## src/design/uart_special_defines.svh

```systemverilog
// Register offsets, mode codes, reset values and timing counts
`ifndef UART_SPECIAL_DEFINES_SVH
`define UART_SPECIAL_DEFINES_SVH
`define OFS_TRANSMIT_BUFFER 12'h000
`define OFS_RECEIVE_BUFFER 12'h004
`define OFS_MODE 12'h008
`define OFS_CONTROL 12'h00C
`define OFS_STATUS 12'h010
`define OFS_BAUD_DIVIDER 12'h014
`define MODE_RESET 32'h0000_0000
`define CTRL_RESET 32'h0000_0000
`define BAUD_RESET 8'h00
`define MODE_SYNC 3'h1
`define MODE_SIM 3'h5
`define MODE_COLL 3'h6
`define OVERSAMPLE 4'hF
`define SAMPLE_POINT 4'h7
`define DATA_BITS 4'h8
`endif

```

## src/design/uart_special_pkg.sv

```systemverilog
// Types shared by the special-mode serial port
package uart_special_pkg;
    typedef struct packed {
        logic [2:0] serial_mode_field;
        logic clock_source_select;
        logic parity_odd_select;
        logic line_polarity_invert;
        logic clock_polarity_select;
        logic clock_phase_select;
        logic bit_order_select;
        logic data_logic_invert;
        logic error_signal_enable;
        logic tx_irq_source_select;
        logic collision_sample_timing;
        logic tx_enable_auto_clear;
        logic tx_start_source;
        logic collision_enable_port0;
        logic collision_enable_port1;
    } mode_t;
    typedef struct packed {
        logic tx_enable;
        logic rx_enable;
    } ctrl_t;
    typedef struct packed {
        logic sum;
        logic parity;
        logic framing;
        logic overrun;
    } err_t;
    typedef enum logic [3:0] {
        ST_IDLE = 4'b0001,
        ST_START = 4'b0010,
        ST_SHIFT = 4'b0100,
        ST_STOP = 4'b1000
    } line_state_t;
endpackage

```

## src/design/uart_special.sv

```systemverilog
// Special-mode serial port: sync clock phases, collision mode, smart-card mode
//
// Our own choices: the APB slave port and the register offsets.
`timescale 1ns/1ps
`default_nettype none
`include "uart_special_defines.svh"
// Function
// (RULE_01) Four clock variants from phase and polarity; code XORs both into one inversion, giving two
// (RULE_02) All parties share clock phase and polarity
// (RULE_03) Each bus bit sent as one byte
// (RULE_04) Tx/rx mismatch raises collision request
// (RULE_05) Software picks collision sampling instant
// (RULE_06) Auto-clear drops transmit enable on collision
// (RULE_07) Selectable transmit start condition
// (RULE_08) Port 0/1 collision needs enable bits
// (RULE_09) Polarity bit inverts tx and rx; code inverts them in collision mode only
// (RULE_10) Card bit clock is clock/16(n+1)
// (RULE_11) Transmit needs enable and buffered data
// (RULE_12) Receive needs enable and start bit
// (RULE_13) Transmit request when shifting completes
// (RULE_14) Receive request on buffer load
// (RULE_15) Overrun flags, keeps receive request unchanged
// (RULE_16) Missing stop bit flags framing error
// (RULE_17) Error sum of all error flags
// (RULE_18) Error signalling only when enabled
// (RULE_19) Parity error drives tx low until read
// (RULE_20) Transmit done after stop, then sample rx
// (RULE_21) Software sets direct or inverse format
// (RULE_22) Software clears spurious transmit request
module uart_special
    import uart_special_pkg::*;
#(
    parameter logic PORT_INDEX = 1'b0
) (
    input wire logic pclk,
    input wire logic presetn,
    input wire logic psel,
    input wire logic penable,
    input wire logic pwrite,
    input wire logic [11:0] paddr,
    input wire logic [31:0] pwdata,
    output logic [31:0] prdata,
    output logic pready,
    output logic pslverr,
    input wire logic ext_clock_in,
    input wire logic serial_rx_pin,
    input wire logic tx_start_trigger,
    output logic serial_tx_pin,
    output logic serial_clk_out,
    output logic tx_irq,
    output logic rx_irq,
    output logic collision_irq
);
    mode_t mode_q;
    ctrl_t ctrl_q;
    err_t err_q;
    logic [7:0] baud_divider_q;
    logic [7:0] transmit_buffer_q;
    logic [7:0] receive_buffer_q;
    logic tx_buffer_empty_flag_q;
    logic rx_complete_flag_q;
    logic tx_irq_q;
    logic rx_irq_q;
    logic coll_irq_q;
    logic [7:0] div_cnt_q;
    logic ext_prev_q;
    logic tick;
    logic [3:0] tx_sub_q;
    logic [3:0] rx_sub_q;
    logic [3:0] tx_bit_q;
    logic [3:0] rx_bit_q;
    logic [8:0] tx_shift_q;
    logic [8:0] rx_shift_q;
    line_state_t tx_state_q;
    line_state_t rx_state_q;
    logic tx_line;
    logic rx_line;
    logic err_out_q;
    logic wr;
    logic rd;
    logic sim_mode;
    logic coll_mode;
    logic sync_mode;
    logic coll_enabled;
    logic tx_go;
    logic rx_sample;
    logic tx_parity;
    logic rx_parity_bad;
    logic [7:0] rx_data;

    function automatic logic [7:0] reverse8(input logic [7:0] v);
        logic [7:0] r;
        r = 8'h00;
        for (int k = 0; k < 8; k++) begin
            r[k] = v[7 - k];
        end
        return r;
    endfunction

    function automatic logic [7:0] fmt(input logic [7:0] v, input mode_t m);
        logic [7:0] r;
        r = m.bit_order_select ? reverse8(v) : v;
        return m.data_logic_invert ? ~r : r;
    endfunction

    assign wr = psel && penable && pwrite;
    assign rd = psel && penable && !pwrite;
    assign pready = 1'b1;
    assign sim_mode = mode_q.serial_mode_field == `MODE_SIM;
    assign coll_mode = mode_q.serial_mode_field == `MODE_COLL;
    assign sync_mode = mode_q.serial_mode_field == `MODE_SYNC;
    assign coll_enabled = coll_mode && (PORT_INDEX ? mode_q.collision_enable_port1
                                                   : mode_q.collision_enable_port0); // RULE_08
    // Odd select set: data plus parity hold an odd count of ones
    assign tx_parity = ^transmit_buffer_q ^ mode_q.parity_odd_select;
    assign rx_line = serial_rx_pin ^ (coll_mode & mode_q.line_polarity_invert); // RULE_09
    assign rx_sample = rx_sub_q == `SAMPLE_POINT;
    assign rx_data = fmt(rx_shift_q[7:0], mode_q);
    assign rx_parity_bad = sim_mode
                           && (((^rx_shift_q[7:0]) ^ rx_shift_q[8]) != mode_q.parity_odd_select);
    // Start condition: buffer loaded, enabled, trigger when collision mode asks
    assign tx_go = ctrl_q.tx_enable && !tx_buffer_empty_flag_q
                   && (!(coll_mode && mode_q.tx_start_source) || tx_start_trigger); // RULE_11 RULE_07

    always_comb begin
        pslverr = 1'b0;
        case (paddr)
            `OFS_TRANSMIT_BUFFER, `OFS_RECEIVE_BUFFER, `OFS_MODE,
            `OFS_CONTROL, `OFS_STATUS, `OFS_BAUD_DIVIDER: pslverr = 1'b0;
            default: pslverr = psel && penable;
        endcase
    end

    always_ff @(posedge pclk or negedge presetn) begin
        if (!presetn) begin
            prdata <= 32'h0000_0000;
        end else if (psel && !penable && !pwrite) begin
            unique case (paddr)
                `OFS_TRANSMIT_BUFFER: prdata <= {24'h00_0000, transmit_buffer_q};
                `OFS_RECEIVE_BUFFER: prdata <= {24'h00_0000, receive_buffer_q};
                `OFS_MODE: prdata <= {15'h0000, mode_q};
                `OFS_CONTROL: prdata <= {30'h0000_0000, ctrl_q};
                `OFS_STATUS: prdata <= {20'h0_0000, tx_state_q, err_q,
                                        tx_buffer_empty_flag_q, rx_complete_flag_q,
                                        tx_irq_q, rx_irq_q};
                `OFS_BAUD_DIVIDER: prdata <= {24'h00_0000, baud_divider_q};
                default: prdata <= 32'h0000_0000;
            endcase
        end
    end

    always_ff @(posedge pclk or negedge presetn) begin
        if (!presetn) begin
            mode_q <= mode_t'(`MODE_RESET);
            baud_divider_q <= `BAUD_RESET;
        end else if (wr && paddr == `OFS_MODE) begin
            mode_q <= mode_t'(pwdata[16:0]);
        end else if (wr && paddr == `OFS_BAUD_DIVIDER) begin
            baud_divider_q <= pwdata[7:0];
        end
    end

    // Collision auto-clear wins over a software write in the same cycle
    always_ff @(posedge pclk or negedge presetn) begin
        if (!presetn) begin
            ctrl_q <= ctrl_t'(`CTRL_RESET);
        end else if (coll_irq_q && mode_q.tx_enable_auto_clear) begin
            ctrl_q.tx_enable <= 1'b0; // RULE_06
        end else if (wr && paddr == `OFS_CONTROL) begin
            ctrl_q <= pwdata[1:0];
        end
    end

    // Bit tick: source clock / (n+1); 16 ticks per bit give /16(n+1)
    always_ff @(posedge pclk or negedge presetn) begin
        if (!presetn) begin
            div_cnt_q <= 8'h00;
            ext_prev_q <= 1'b0;
        end else begin
            ext_prev_q <= ext_clock_in;
            if (tick) begin
                div_cnt_q <= 8'h00;
            end else if (!mode_q.clock_source_select || (ext_clock_in && !ext_prev_q)) begin
                div_cnt_q <= div_cnt_q + 8'h01;
            end
        end
    end
    assign tick = (div_cnt_q == baud_divider_q)
                  && (!mode_q.clock_source_select || (ext_clock_in && !ext_prev_q)); // RULE_10

    // Transmitter: start, data, parity (card mode), stop
    always_ff @(posedge pclk or negedge presetn) begin
        if (!presetn) begin
            tx_state_q <= ST_IDLE;
            tx_sub_q <= 4'h0;
            tx_bit_q <= 4'h0;
            tx_shift_q <= 9'h1FF;
        end else if (tick) begin
            tx_sub_q <= tx_sub_q + 4'h1;
            unique case (tx_state_q)
                ST_IDLE: begin
                    tx_sub_q <= 4'h0;
                    if (tx_go) begin
                        tx_state_q <= ST_START;
                        tx_shift_q <= {tx_parity, fmt(transmit_buffer_q, mode_q)}; // RULE_03
                    end
                end
                ST_START: if (tx_sub_q == `OVERSAMPLE) begin
                    tx_state_q <= ST_SHIFT;
                    tx_bit_q <= 4'h0;
                end
                ST_SHIFT: if (tx_sub_q == `OVERSAMPLE) begin
                    tx_shift_q <= {1'b1, tx_shift_q[8:1]};
                    tx_bit_q <= tx_bit_q + 4'h1;
                    if (tx_bit_q == (sim_mode ? `DATA_BITS : `DATA_BITS - 4'h1)) begin
                        tx_state_q <= ST_STOP;
                    end
                end
                ST_STOP: if (tx_sub_q == `OVERSAMPLE) begin
                    tx_state_q <= ST_IDLE;
                end
            endcase
        end
    end

    always_comb begin
        unique case (tx_state_q)
            ST_START: tx_line = 1'b0;
            ST_SHIFT: tx_line = tx_shift_q[0];
            default: tx_line = 1'b1;
        endcase
    end

    // Flags: hardware set wins over software clear, but a buffer write wins over empty set
    always_ff @(posedge pclk or negedge presetn) begin
        if (!presetn) begin
            tx_buffer_empty_flag_q <= 1'b1;
            transmit_buffer_q <= 8'h00;
            tx_irq_q <= 1'b0;
        end else begin
            if (wr && paddr == `OFS_TRANSMIT_BUFFER) begin
                transmit_buffer_q <= pwdata[7:0];
                tx_buffer_empty_flag_q <= 1'b0;
            end else if (tick && tx_state_q == ST_IDLE && tx_go) begin
                tx_buffer_empty_flag_q <= 1'b1;
            end
            // Completion fires at the end of stop, bit-boundary clock falling edge
            if (tick && tx_state_q == ST_STOP && tx_sub_q == `OVERSAMPLE
                && mode_q.tx_irq_source_select) begin
                tx_irq_q <= 1'b1; // RULE_13 RULE_20
            end else if (tick && tx_state_q == ST_IDLE && tx_go
                         && !mode_q.tx_irq_source_select) begin
                tx_irq_q <= 1'b1;
            end else if (wr && paddr == `OFS_STATUS && pwdata[1]) begin
                tx_irq_q <= 1'b0; // RULE_22
            end
        end
    end

    // Receiver
    always_ff @(posedge pclk or negedge presetn) begin
        if (!presetn) begin
            rx_state_q <= ST_IDLE;
            rx_sub_q <= 4'h0;
            rx_bit_q <= 4'h0;
            rx_shift_q <= 9'h000;
        end else if (tick) begin
            rx_sub_q <= rx_sub_q + 4'h1;
            unique case (rx_state_q)
                ST_IDLE: begin
                    rx_sub_q <= 4'h0;
                    // Own error pulse on the tied line is no start bit
                    if (ctrl_q.rx_enable && !rx_line && !err_out_q) begin
                        rx_state_q <= ST_START; // RULE_12
                    end
                end
                ST_START: if (rx_sample && rx_line) begin
                    rx_state_q <= ST_IDLE;
                end else if (rx_sub_q == `OVERSAMPLE) begin
                    rx_state_q <= ST_SHIFT;
                    rx_bit_q <= 4'h0;
                end
                ST_SHIFT: begin
                    if (rx_sample) begin
                        rx_shift_q <= sim_mode ? {rx_line, rx_shift_q[8:1]}
                                               : {1'b0, rx_line, rx_shift_q[7:1]};
                    end
                    if (rx_sub_q == `OVERSAMPLE) begin
                        rx_bit_q <= rx_bit_q + 4'h1;
                        if (rx_bit_q == (sim_mode ? `DATA_BITS : `DATA_BITS - 4'h1)) begin
                            rx_state_q <= ST_STOP;
                        end
                    end
                end
                ST_STOP: if (rx_sample) begin
                    rx_state_q <= ST_IDLE;
                end
            endcase
        end
    end

    logic rx_done;
    assign rx_done = tick && rx_state_q == ST_STOP && rx_sample;

    always_ff @(posedge pclk or negedge presetn) begin
        if (!presetn) begin
            receive_buffer_q <= 8'h00;
            rx_complete_flag_q <= 1'b0;
            rx_irq_q <= 1'b0;
            err_q <= 4'h0;
            err_out_q <= 1'b0;
        end else begin
            if (rx_done && rx_complete_flag_q) begin
                err_q.overrun <= 1'b1; // RULE_15
            end else if (rx_done) begin
                receive_buffer_q <= rx_data;
                rx_complete_flag_q <= 1'b1;
                rx_irq_q <= 1'b1; // RULE_14
                err_q.framing <= !rx_line; // RULE_16
                err_q.parity <= rx_parity_bad;
                err_out_q <= rx_parity_bad && mode_q.error_signal_enable; // RULE_18 RULE_19
            end else if (rd && paddr == `OFS_RECEIVE_BUFFER) begin
                rx_complete_flag_q <= 1'b0;
                err_q.parity <= 1'b0; // RULE_19
                err_out_q <= 1'b0;
            end
            if (!rx_done && wr && paddr == `OFS_STATUS && pwdata[0]) begin
                rx_irq_q <= 1'b0;
            end
            if (!rx_done && wr && paddr == `OFS_STATUS && pwdata[4]) begin
                err_q.overrun <= 1'b0;
                err_q.framing <= 1'b0;
            end
            err_q.sum <= err_q.overrun | err_q.framing | err_q.parity; // RULE_17
        end
    end

    // Collision compare at the chosen point of each bit
    always_ff @(posedge pclk or negedge presetn) begin
        if (!presetn) begin
            coll_irq_q <= 1'b0;
        end else if (coll_enabled && tick && tx_state_q != ST_IDLE
                     && tx_sub_q == (mode_q.collision_sample_timing ? `OVERSAMPLE : `SAMPLE_POINT)
                     && tx_line != (serial_rx_pin ^ mode_q.line_polarity_invert)) begin
            coll_irq_q <= 1'b1; // RULE_04 RULE_05
        end else if (wr && paddr == `OFS_STATUS && pwdata[2]) begin
            coll_irq_q <= 1'b0;
        end
    end

    // Serial clock: phase shifts half a bit, polarity inverts
    assign serial_clk_out = sync_mode
        ? ((tx_sub_q[3] ^ mode_q.clock_phase_select) ^ mode_q.clock_polarity_select)
        : 1'b1; // RULE_01
    assign serial_tx_pin = (err_out_q ? 1'b0 : tx_line)
                           ^ (coll_mode & mode_q.line_polarity_invert);
    assign tx_irq = tx_irq_q;
    assign rx_irq = rx_irq_q;
    assign collision_irq = coll_irq_q;
endmodule
`default_nettype wire

```

## config.mk

```make
export PLATFORM = sky130hd
export DESIGN_NAME = uart_special
export DESIGN_NICKNAME = d
export VERILOG_FILES = /design/src/design/uart_special_pkg.sv /design/src/design/uart_special.sv
export VERILOG_INCLUDE_DIRS = /design/src /design/src/design
export SDC_FILE = /design/constraint.sdc
export NUM_CORES = 1
export LEC_CHECK = 0
export ABC_AREA = 1
export BUFFER_PORTS_ARGS = -buffer_cell sky130_fd_sc_hd__buf_4
export CORE_UTILIZATION = 53
export DETAILED_ROUTE_END_ITERATION = 7
export GPL_ROUTABILITY_DRIVEN = 0
export GPL_TIMING_DRIVEN = 0
export MAX_ROUTING_LAYER = met4
export PLACE_DENSITY = 0.78
export SYNTH_ARGS = -nofsm -noshare
export SYNTH_HDL_FRONTEND = slang
export SYNTH_SLANG_ARGS = --single-unit
```

## constraint.sdc

```tcl
create_clock -name pclk -period 2.43 [get_ports pclk]
set_clock_uncertainty 0.1 [all_clocks]
set_input_delay 0.486 -clock pclk [delete_from_list [all_inputs] [get_ports pclk]]
set_output_delay 0.486 -clock pclk [all_outputs]
set_load 0.02 [all_outputs]
```

==> results of run 1 <==
sequential cells by signal, summed over array words and instances (netlist names), 8 cells and up:
| signal | flops |
|---|---|
| prdata | 17 |
| baud_divider_q | 8 |
| transmit_buffer_q | 8 |
| tx_shift_q | 9 |
| receive_buffer_q | 8 |
| mode_q | 17 |
| div_cnt_q | 8 |
| rx_shift_q | 9 |
critical path, stage by stage, from the launching register on:
cell,delay [ps]
dfstp_2,550
inv_1,120
nand4_4,150
o21ai_2,80
nor2_1,110
xnor2_1,160
buf_4,180
cells in the final DEF, fill, tap and decap left out, types with 2 or more instances in the layout:
| cell | Yosys | final |
|---|---|---|
| nand3_4 | 1 | 2 |
| o21a_1 | 2 | 2 |
| a211oi_1 | 3 | 3 |
| inv_2 | 2 | 3 |
| o21ai_2 | 9 | 10 |
| dfstp_2 | 12 | 12 |
| dfrtp_1 | 109 | 109 |
| nand4_4 | 1 | 2 |
| nand3_1 | 72 | 71 |
| nand4_1 | 8 | 8 |
| nor2_4 | 5 | 6 |
| clkinv_2 | 0 | 3 |
| inv_1 | 87 | 86 |
| ha_1 | 5 | 5 |
| buf_6 | 5 | 6 |
| nand2_1 | 273 | 273 |
| nor3_1 | 13 | 13 |
| clkbuf_8 | 0 | 4 |
| conb_1 | 2 | 16 |
| o22ai_1 | 5 | 5 |
| o21ai_0 | 72 | 71 |
| nor2_1 | 50 | 50 |
| xnor2_1 | 17 | 17 |
| o31ai_1 | 2 | 2 |
| or2_2 | 2 | 2 |
| nor3_4 | 4 | 4 |
| nand3b_1 | 4 | 4 |
| buf_4 | 18 | 78 |
| clkbuf_16 | 0 | 17 |
| nand2_2 | 2 | 2 |
| a21oi_1 | 22 | 22 |
| nor2_2 | 6 | 5 |
| bufinv_16 | 0 | 5 |
| clkbuf_1 | 9 | 11 |
| xor2_1 | 21 | 21 |
| o21ai_1 | 22 | 22 |
| buf_2 | 10 | 9 |
| nand2_4 | 4 | 4 |
| nand3_2 | 4 | 4 |
| mux2_4 | 5 | 5 |
per-stage QoR:
stage	worst slack, ps	util	instances
6_report	57.9	0.663	1179
5_1_grt	2.81	0.663	1179
4_1_cts	0.125	0.661	1177
3_5_place_dp	-75.0	0.607	1146
3_3_place_gp	-62.9	0.605	1145
2_1_floorplan	102	-	914
cell families (layout without fill, tap and decap cells):
logic type	count (synthesis)	after routing	share of synthesized area
multiplexers	6	6	0.0122
buffers and inverters	134	227	0.0892
adder cells (fa/ha/maj)	5	5	0.00895
AO/OA/AOI/OAI	139	139	0.109
other	2	16	0.00107
XOR/XNOR	38	38	0.0476
AND/OR/NAND/NOR	455	455	0.297
flip-flops	121	121	0.436
repair_timing:
item                                    4_1_cts  5_1_grt
hold endpoints to repair                     27        0
hold buffers                                  1        0
setup buffers                                 0        2
endpoints found under the setup margin        2        2
gates resized for setup                       5        5
pin swaps                                     1        1
worst max-delay path by stage:
stage | cells past startpoint | slack (ps) | from | to
3_5_place_dp | 9 | -80 | paddr[11] | pslverr
5_1_grt | 6 | 3 | tx_state_q[0]$_DFFE_PN1P_ | serial_tx_pin
3_3_place_gp | 9 | -60 | paddr[11] | pslverr
4_1_cts | 6 | 0.1 | tx_state_q[1]$_DFFE_PN0P_ | serial_tx_pin
6_report | 6 | 60 | tx_state_q[0]$_DFFE_PN1P_ | serial_tx_pin
2_1_floorplan | 7 | 100 | paddr[9] | pslverr
power by group through the flow:
| stage | Clock (mW) | Combinational (mW) | Sequential (mW) |
|---|---|---|---|
| 2_1_floorplan | 0 | 0.268 | 2.16 |
| 3_3_place_gp | 0 | 0.395 | 2.18 |
| 3_5_place_dp | 0 | 0.410 | 2.18 |
| 4_1_cts | 2.82 | 0.423 | 2.14 |
| 5_1_grt | 2.92 | 0.481 | 2.15 |
| 6_report | 2.80 | 0.423 | 2.15 |
routing by layer:
metal | wire length (um) | global-route usage | up-vias
met5 | 0 | - | -
met4 | 746 | 0.153 | 0
met3 | 1210 | 0.0623 | 60
met2 | 8400 | 0.463 | 224
met1 | 7580 | 0.356 | 2906
li1 | - | - | 3067
area by class of cell:
class,instances,area share
timing repair buffer,63,0.0592
multi-input combinational,659,0.403
clock inverter,8,0.0196
inverter,91,0.0414
buffer,42,0.0325
tap,172,0.0255
sequential,121,0.361
clock buffer,23,0.0578
==> results.md, run 1 <==
* Fill count at ~1,100
* Worst min path class: in -> reg
* Vias in the first global route at 5,841
* Syn. warnings at 0
* Required @ worst endpoint at 1840 ps
* Worst reg2reg startpoint: rx_sub_q[0]$_DFFE_PN0N_
* First-pass GRT wire length at roughly 29,000 um
* Syn Inst Count at 900
* Placeable Area at 0.0127 mm2
* Synth top area cells: dfrtp_1, nand2_1, nand3_1
* Drt first pass iters at 5
* Setup-failing EPs final at 0
* Drt via density at 5.31
* Final WL at 17,900 um
* Seq pwr share at 0.400
* CP Launch Type: register
* Crit end category: primary output
* Min Hold Slack at between 80 and 90 ps
* DRT iter0 DRCs at 507
* Share of Yosys cell area claimed by the top area cell type at 0.390
* Sw Share at 0.224
* RSZ-0062 raised after global routing: no
* Yosys cell types at 48
* MaxCap Viol Count at 0
* Leak Pwr at 4.26 nW
* VDD IR-drop max at 0.555 mV
* CTS Buf Count at 17
* Synth Register Bits at 121
* Hold_sp: ext_clock_in
* Post-layout nets at 1,052
* Synth area leader: dfrtp_1
* DIE HEIGHT at about 120 um
* Total grt overflow at 0
* Reg2reg end: err_q[0]$_DFFE_PN0P_
* Final Hold Viols at 0
* Tot Pwr at 5.37 mW
* Most frequent cells after synthesis: nand2_1, dfrtp_1, inv_1
* Max_slew headroom at 0.604
* Hold path depth at 1
* Root Buffer: clkbuf_16
* DR vias at 6,257
* Die ar. at 0.0136 mm2
* DRC Markers at 0
* Worst Path Max Fanout at 5
* Post-synth EDFFs at 0
* CP Class: reg -> out
* Worst-path clk slew at 50 ps
* Largest net degree at the start of global routing at 91
* Die width at 117 um
* Design area at between 0.008 and 0.009 mm2
* Reg2reg setup slack at 270 ps
* Synth Area per Inst at approximately 7.8 um2
* Worst skew pair latency at about 430 ps
* Clock Path Buffers at 2
* Dominant cell by count in the synthesized netlist: nand2_1
* Area grow syn2layout at 20.8%
* Hold EP: ext_prev_q$_DFF_PN0_
* Sequential area share after synthesis at 0.436
* FFs w/ async S/R, synth at 1.00
* Comb pwr share at 0.079
* Clock sinks at 121
* Max Freq at 0.422 GHz
* WL/cell at ~15 um
* Clock share of power at 0.522
* Dpl hpwl at 12,900 um
* Area of the multi-input gates at 0.00340 mm2
* Synth Flop Type: dfrtp_1
* FF-to-FF path depth at 7
* Register area at 0.00304 mm2
* Gr usage total at 0.294
* H-tree lvl count at 4
* N_diodes at 0
* Placed cell area at slightly below 0.008 mm2
* CP Data Arrival Time at 1790 ps
* Number of port buffers at 59
* Number of routed nets with antenna violations at 0
* P_sw at 1.20 mW
* Int Pwr at about 4.2 mW
* Initial core utilization at 0.549
* Setup TNS Final at 0 ps
* Worst Max-Slew Pin Slew at slightly below 600 ps
* Rows at 41
* Initial antenna violation count at 0
* Power density over cell area at 636 mW/mm2
* Slew Limit Fails at 0
* Synthesized area at 0.00699 mm2
* Final Cycle Share at 0.976
* TritonCTS clock tree: done
* Share of layout cells above drive strength 1 at 0.186
* I/O Pins at 91
* Fin crit period at roughly 2400 ps
* Status: finished clean
Note: power is estimated with default switching activity, not from simulation.
==> inputs of run 2 (changes only) <==
REMOVE_ABC_BUFFERS = 1   (was not set)
==> run 2 against run 1 <==
Total power fell by 0.93%. Combinational power shrank 7.1%. Sequential share of layout area is 1.1 points higher. Setup slack worse by 7.0 ps. Via count fell by 2.5%. Hold slack got worse by 2.7 ps. Wire length down 5.4%. Critical endpoint unchanged. Non-clock buffer count fell by 43. Sequential power hardly changed.
==> results.md, run 2 (synthesis results as in run 1) <==
* Status: finished clean
* WL/cell at 14.9 um (-1.9%)
* Slowest-stage cell, CP: dfrtp_1
* Fill count at 1,052 (-0.85%)
* CP Data Arrival Time at 1790 ps (about the same)
* CTS Buf Count at 17 (unchanged)
* Max Freq at 0.420 GHz (-0.29%)
* Dpl ws at -1060 ps (-988 ps)
* Final WS setup at 51.0 ps (-6.96 ps)
* DRT iter0 DRCs at 552 (+8.9%)
* Total grt overflow at 0 (unchanged)
* Buf/Inv on CP at 1 (-1)
* Setup-failing EPs final at 0 (unchanged)
* Fin crit period at 2380 ps (+6.96 ps)
* I/O Pins at 91 (unchanged)
* Number of port buffers at 59 (unchanged)
* DIE HEIGHT at 117 um (unchanged)
* Number of routed nets with antenna violations at 0 (unchanged)
* Worst min path class: in -> reg
* Final Hold Viols at 0 (unchanged)
* Crit-path cells: nor2_2 > nand3_2 > o21ai_4 > nor2_2 > xnor2_1 > buf_4
* Required @ worst endpoint at 1840 ps (about the same)
* Post-layout nets at 1,009 (-4.1%)
* Gr usage total at 0.277 (-0.0165)
* CP Class: reg -> out
* Initial antenna violation count at 0 (unchanged)
* Slew Limit Fails at 0 (unchanged)
* Commonest cells after routing, fill and taps aside: nand2_1, dfrtp_1, inv_1
* Drt via density at 5.36 (+1.1%)
* Worst skew pair latency at 430 ps (about the same)
* Largest delay share family, worst path: flip-flops
* DR vias at 6,099 (-2.5%)
* Root Buffer: clkbuf_16
* Max_slew headroom at 0.326 (-0.277)
* Final Cycle Share at 0.979 (+0.00286)
* Clock sinks at 121 (unchanged)
* Most common cell after layout, fill and taps aside: nand2_1
* Die ar. at 0.0136 mm2 (unchanged)
* Final WL at 17,000 um (-5.4%)
* Dpl hpwl at 11,800 um (-8.7%)
* TritonCTS clock tree: done
* Rows at 41 (unchanged)
* Share of layout cells above drive strength 1 at 0.167 (-0.0189)
* Placeable Area at 0.0127 mm2 (unchanged)
* Cell mode on critical path: nor2_2
* Area grow syn2layout at 17.2%
* Largest net degree at the start of global routing at 101 (+11%)
* Clock Path Buffers at 2 (unchanged)
* Worst Path Max Fanout at 5 (unchanged)
* VDD IR-drop max at 0.471 mV (-15%)
* Initial core utilization at 0.549 (unchanged)
* Register area at 0.00304 mm2 (unchanged)
* Setup TNS Final at 0 ps (unchanged)
* Leak Pwr at 4.07 nW (-4.5%)
* Power density over cell area at 650 mW/mm2 (+2.1%)
* DRC Markers at 0 (unchanged)
* First-pass GRT wire length at 27,300 um (-5.6%)
* H-tree lvl count at 4 (unchanged)
* Vias in the first global route at 5,583 (-4.4%)
* Worst-path clk slew at 60 ps (about the same)
* Slowest Stage Delay on Critical Path at 460 ps (-90 ps)
* CP Launch Type: register
* Biggest regs: mode_q (17), prdata (17)
* N_diodes at 0 (unchanged)
* Die width at 117 um (unchanged)
* MaxCap Viol Count at 0 (unchanged)
* Crit end category: primary output
* Drt first pass iters at 5 (unchanged)
* Area of the multi-input gates at 0.00343 mm2 (+0.74%)
* Worst Max-Slew Pin Slew at 1010 ps (+416 ps)
## run 2: timing repair
action | 4_1_cts | 5_1_grt
hold buffers | 1 | 0
hold endpoints to repair | 21 | 0
pin swaps | 1 | 1
gates resized for setup | 7 | 9
endpoints found under the setup margin | 19 | 7
buffers inserted | 1 | 0
## run 2: worst paths after layout
kind,depth (start not counted),slack (ps),endpoint,start
min,1,80,ext_prev_q$_DFF_PN0_,ext_clock_in
max,6,50,serial_tx_pin,tx_state_q[2]$_DFFE_PN0P_
max reg2reg,9,240,tx_shift_q[1]$_DFFE_PN1P_,baud_divider_q[3]$_DFFE_PN0P_
max in group asynchronous,3,1080,ext_prev_q$_DFF_PN0_,presetn
min reg2reg,2,370,err_q[3]$_DFF_PN0_,err_q[0]$_DFFE_PN0P_
min in group asynchronous,2,370,rx_shift_q[3]$_DFFE_PN0P_,presetn
## run 2: layer usage
layer | wire length (um) | up-vias | share of wire | global-route usage
li1 | - | 2977 | - | -
met4 | 544 | 0 | 0.032 | 0.121
met3 | 1250 | 42 | 0.074 | 0.0726
met5 | 0 | - | 0 | -
met1 | 7370 | 2843 | 0.43 | 0.351
met2 | 7790 | 237 | 0.46 | 0.420
## run 2: power breakdown
part	total [mW]	internal [mW]	switching (mW)
logic	0.393	0.153	0.240
clock network	2.78	1.82	0.964
registers	2.14	2.08	0.0660
## run 2: metrics by stage
step | hold slack (ps) | instances | total power, mW | cell area (um2) | utilization
3_3_place_gp | 358 | 1102 | 2.55 | 7420 | 0.583
5_1_grt | 71.8 | 1137 | 5.49 | 8190 | 0.643
2_1_floorplan | 90.4 | 871 | 2.41 | 6760 | -
4_1_cts | 68.4 | 1137 | 5.34 | 8150 | 0.641
3_5_place_dp | 248 | 1103 | 2.56 | 7450 | 0.586
6_report | 78.6 | 1137 | 5.32 | 8190 | 0.643
## run 2: cell type report
cell class                 instances  share of cell area
tap                              172              0.0263
multi-input combinational        659               0.419
clock buffer                      17              0.0520
inverter                          91              0.0436
timing repair buffer              62              0.0601
clock inverter                    15              0.0277
sequential                       121               0.372
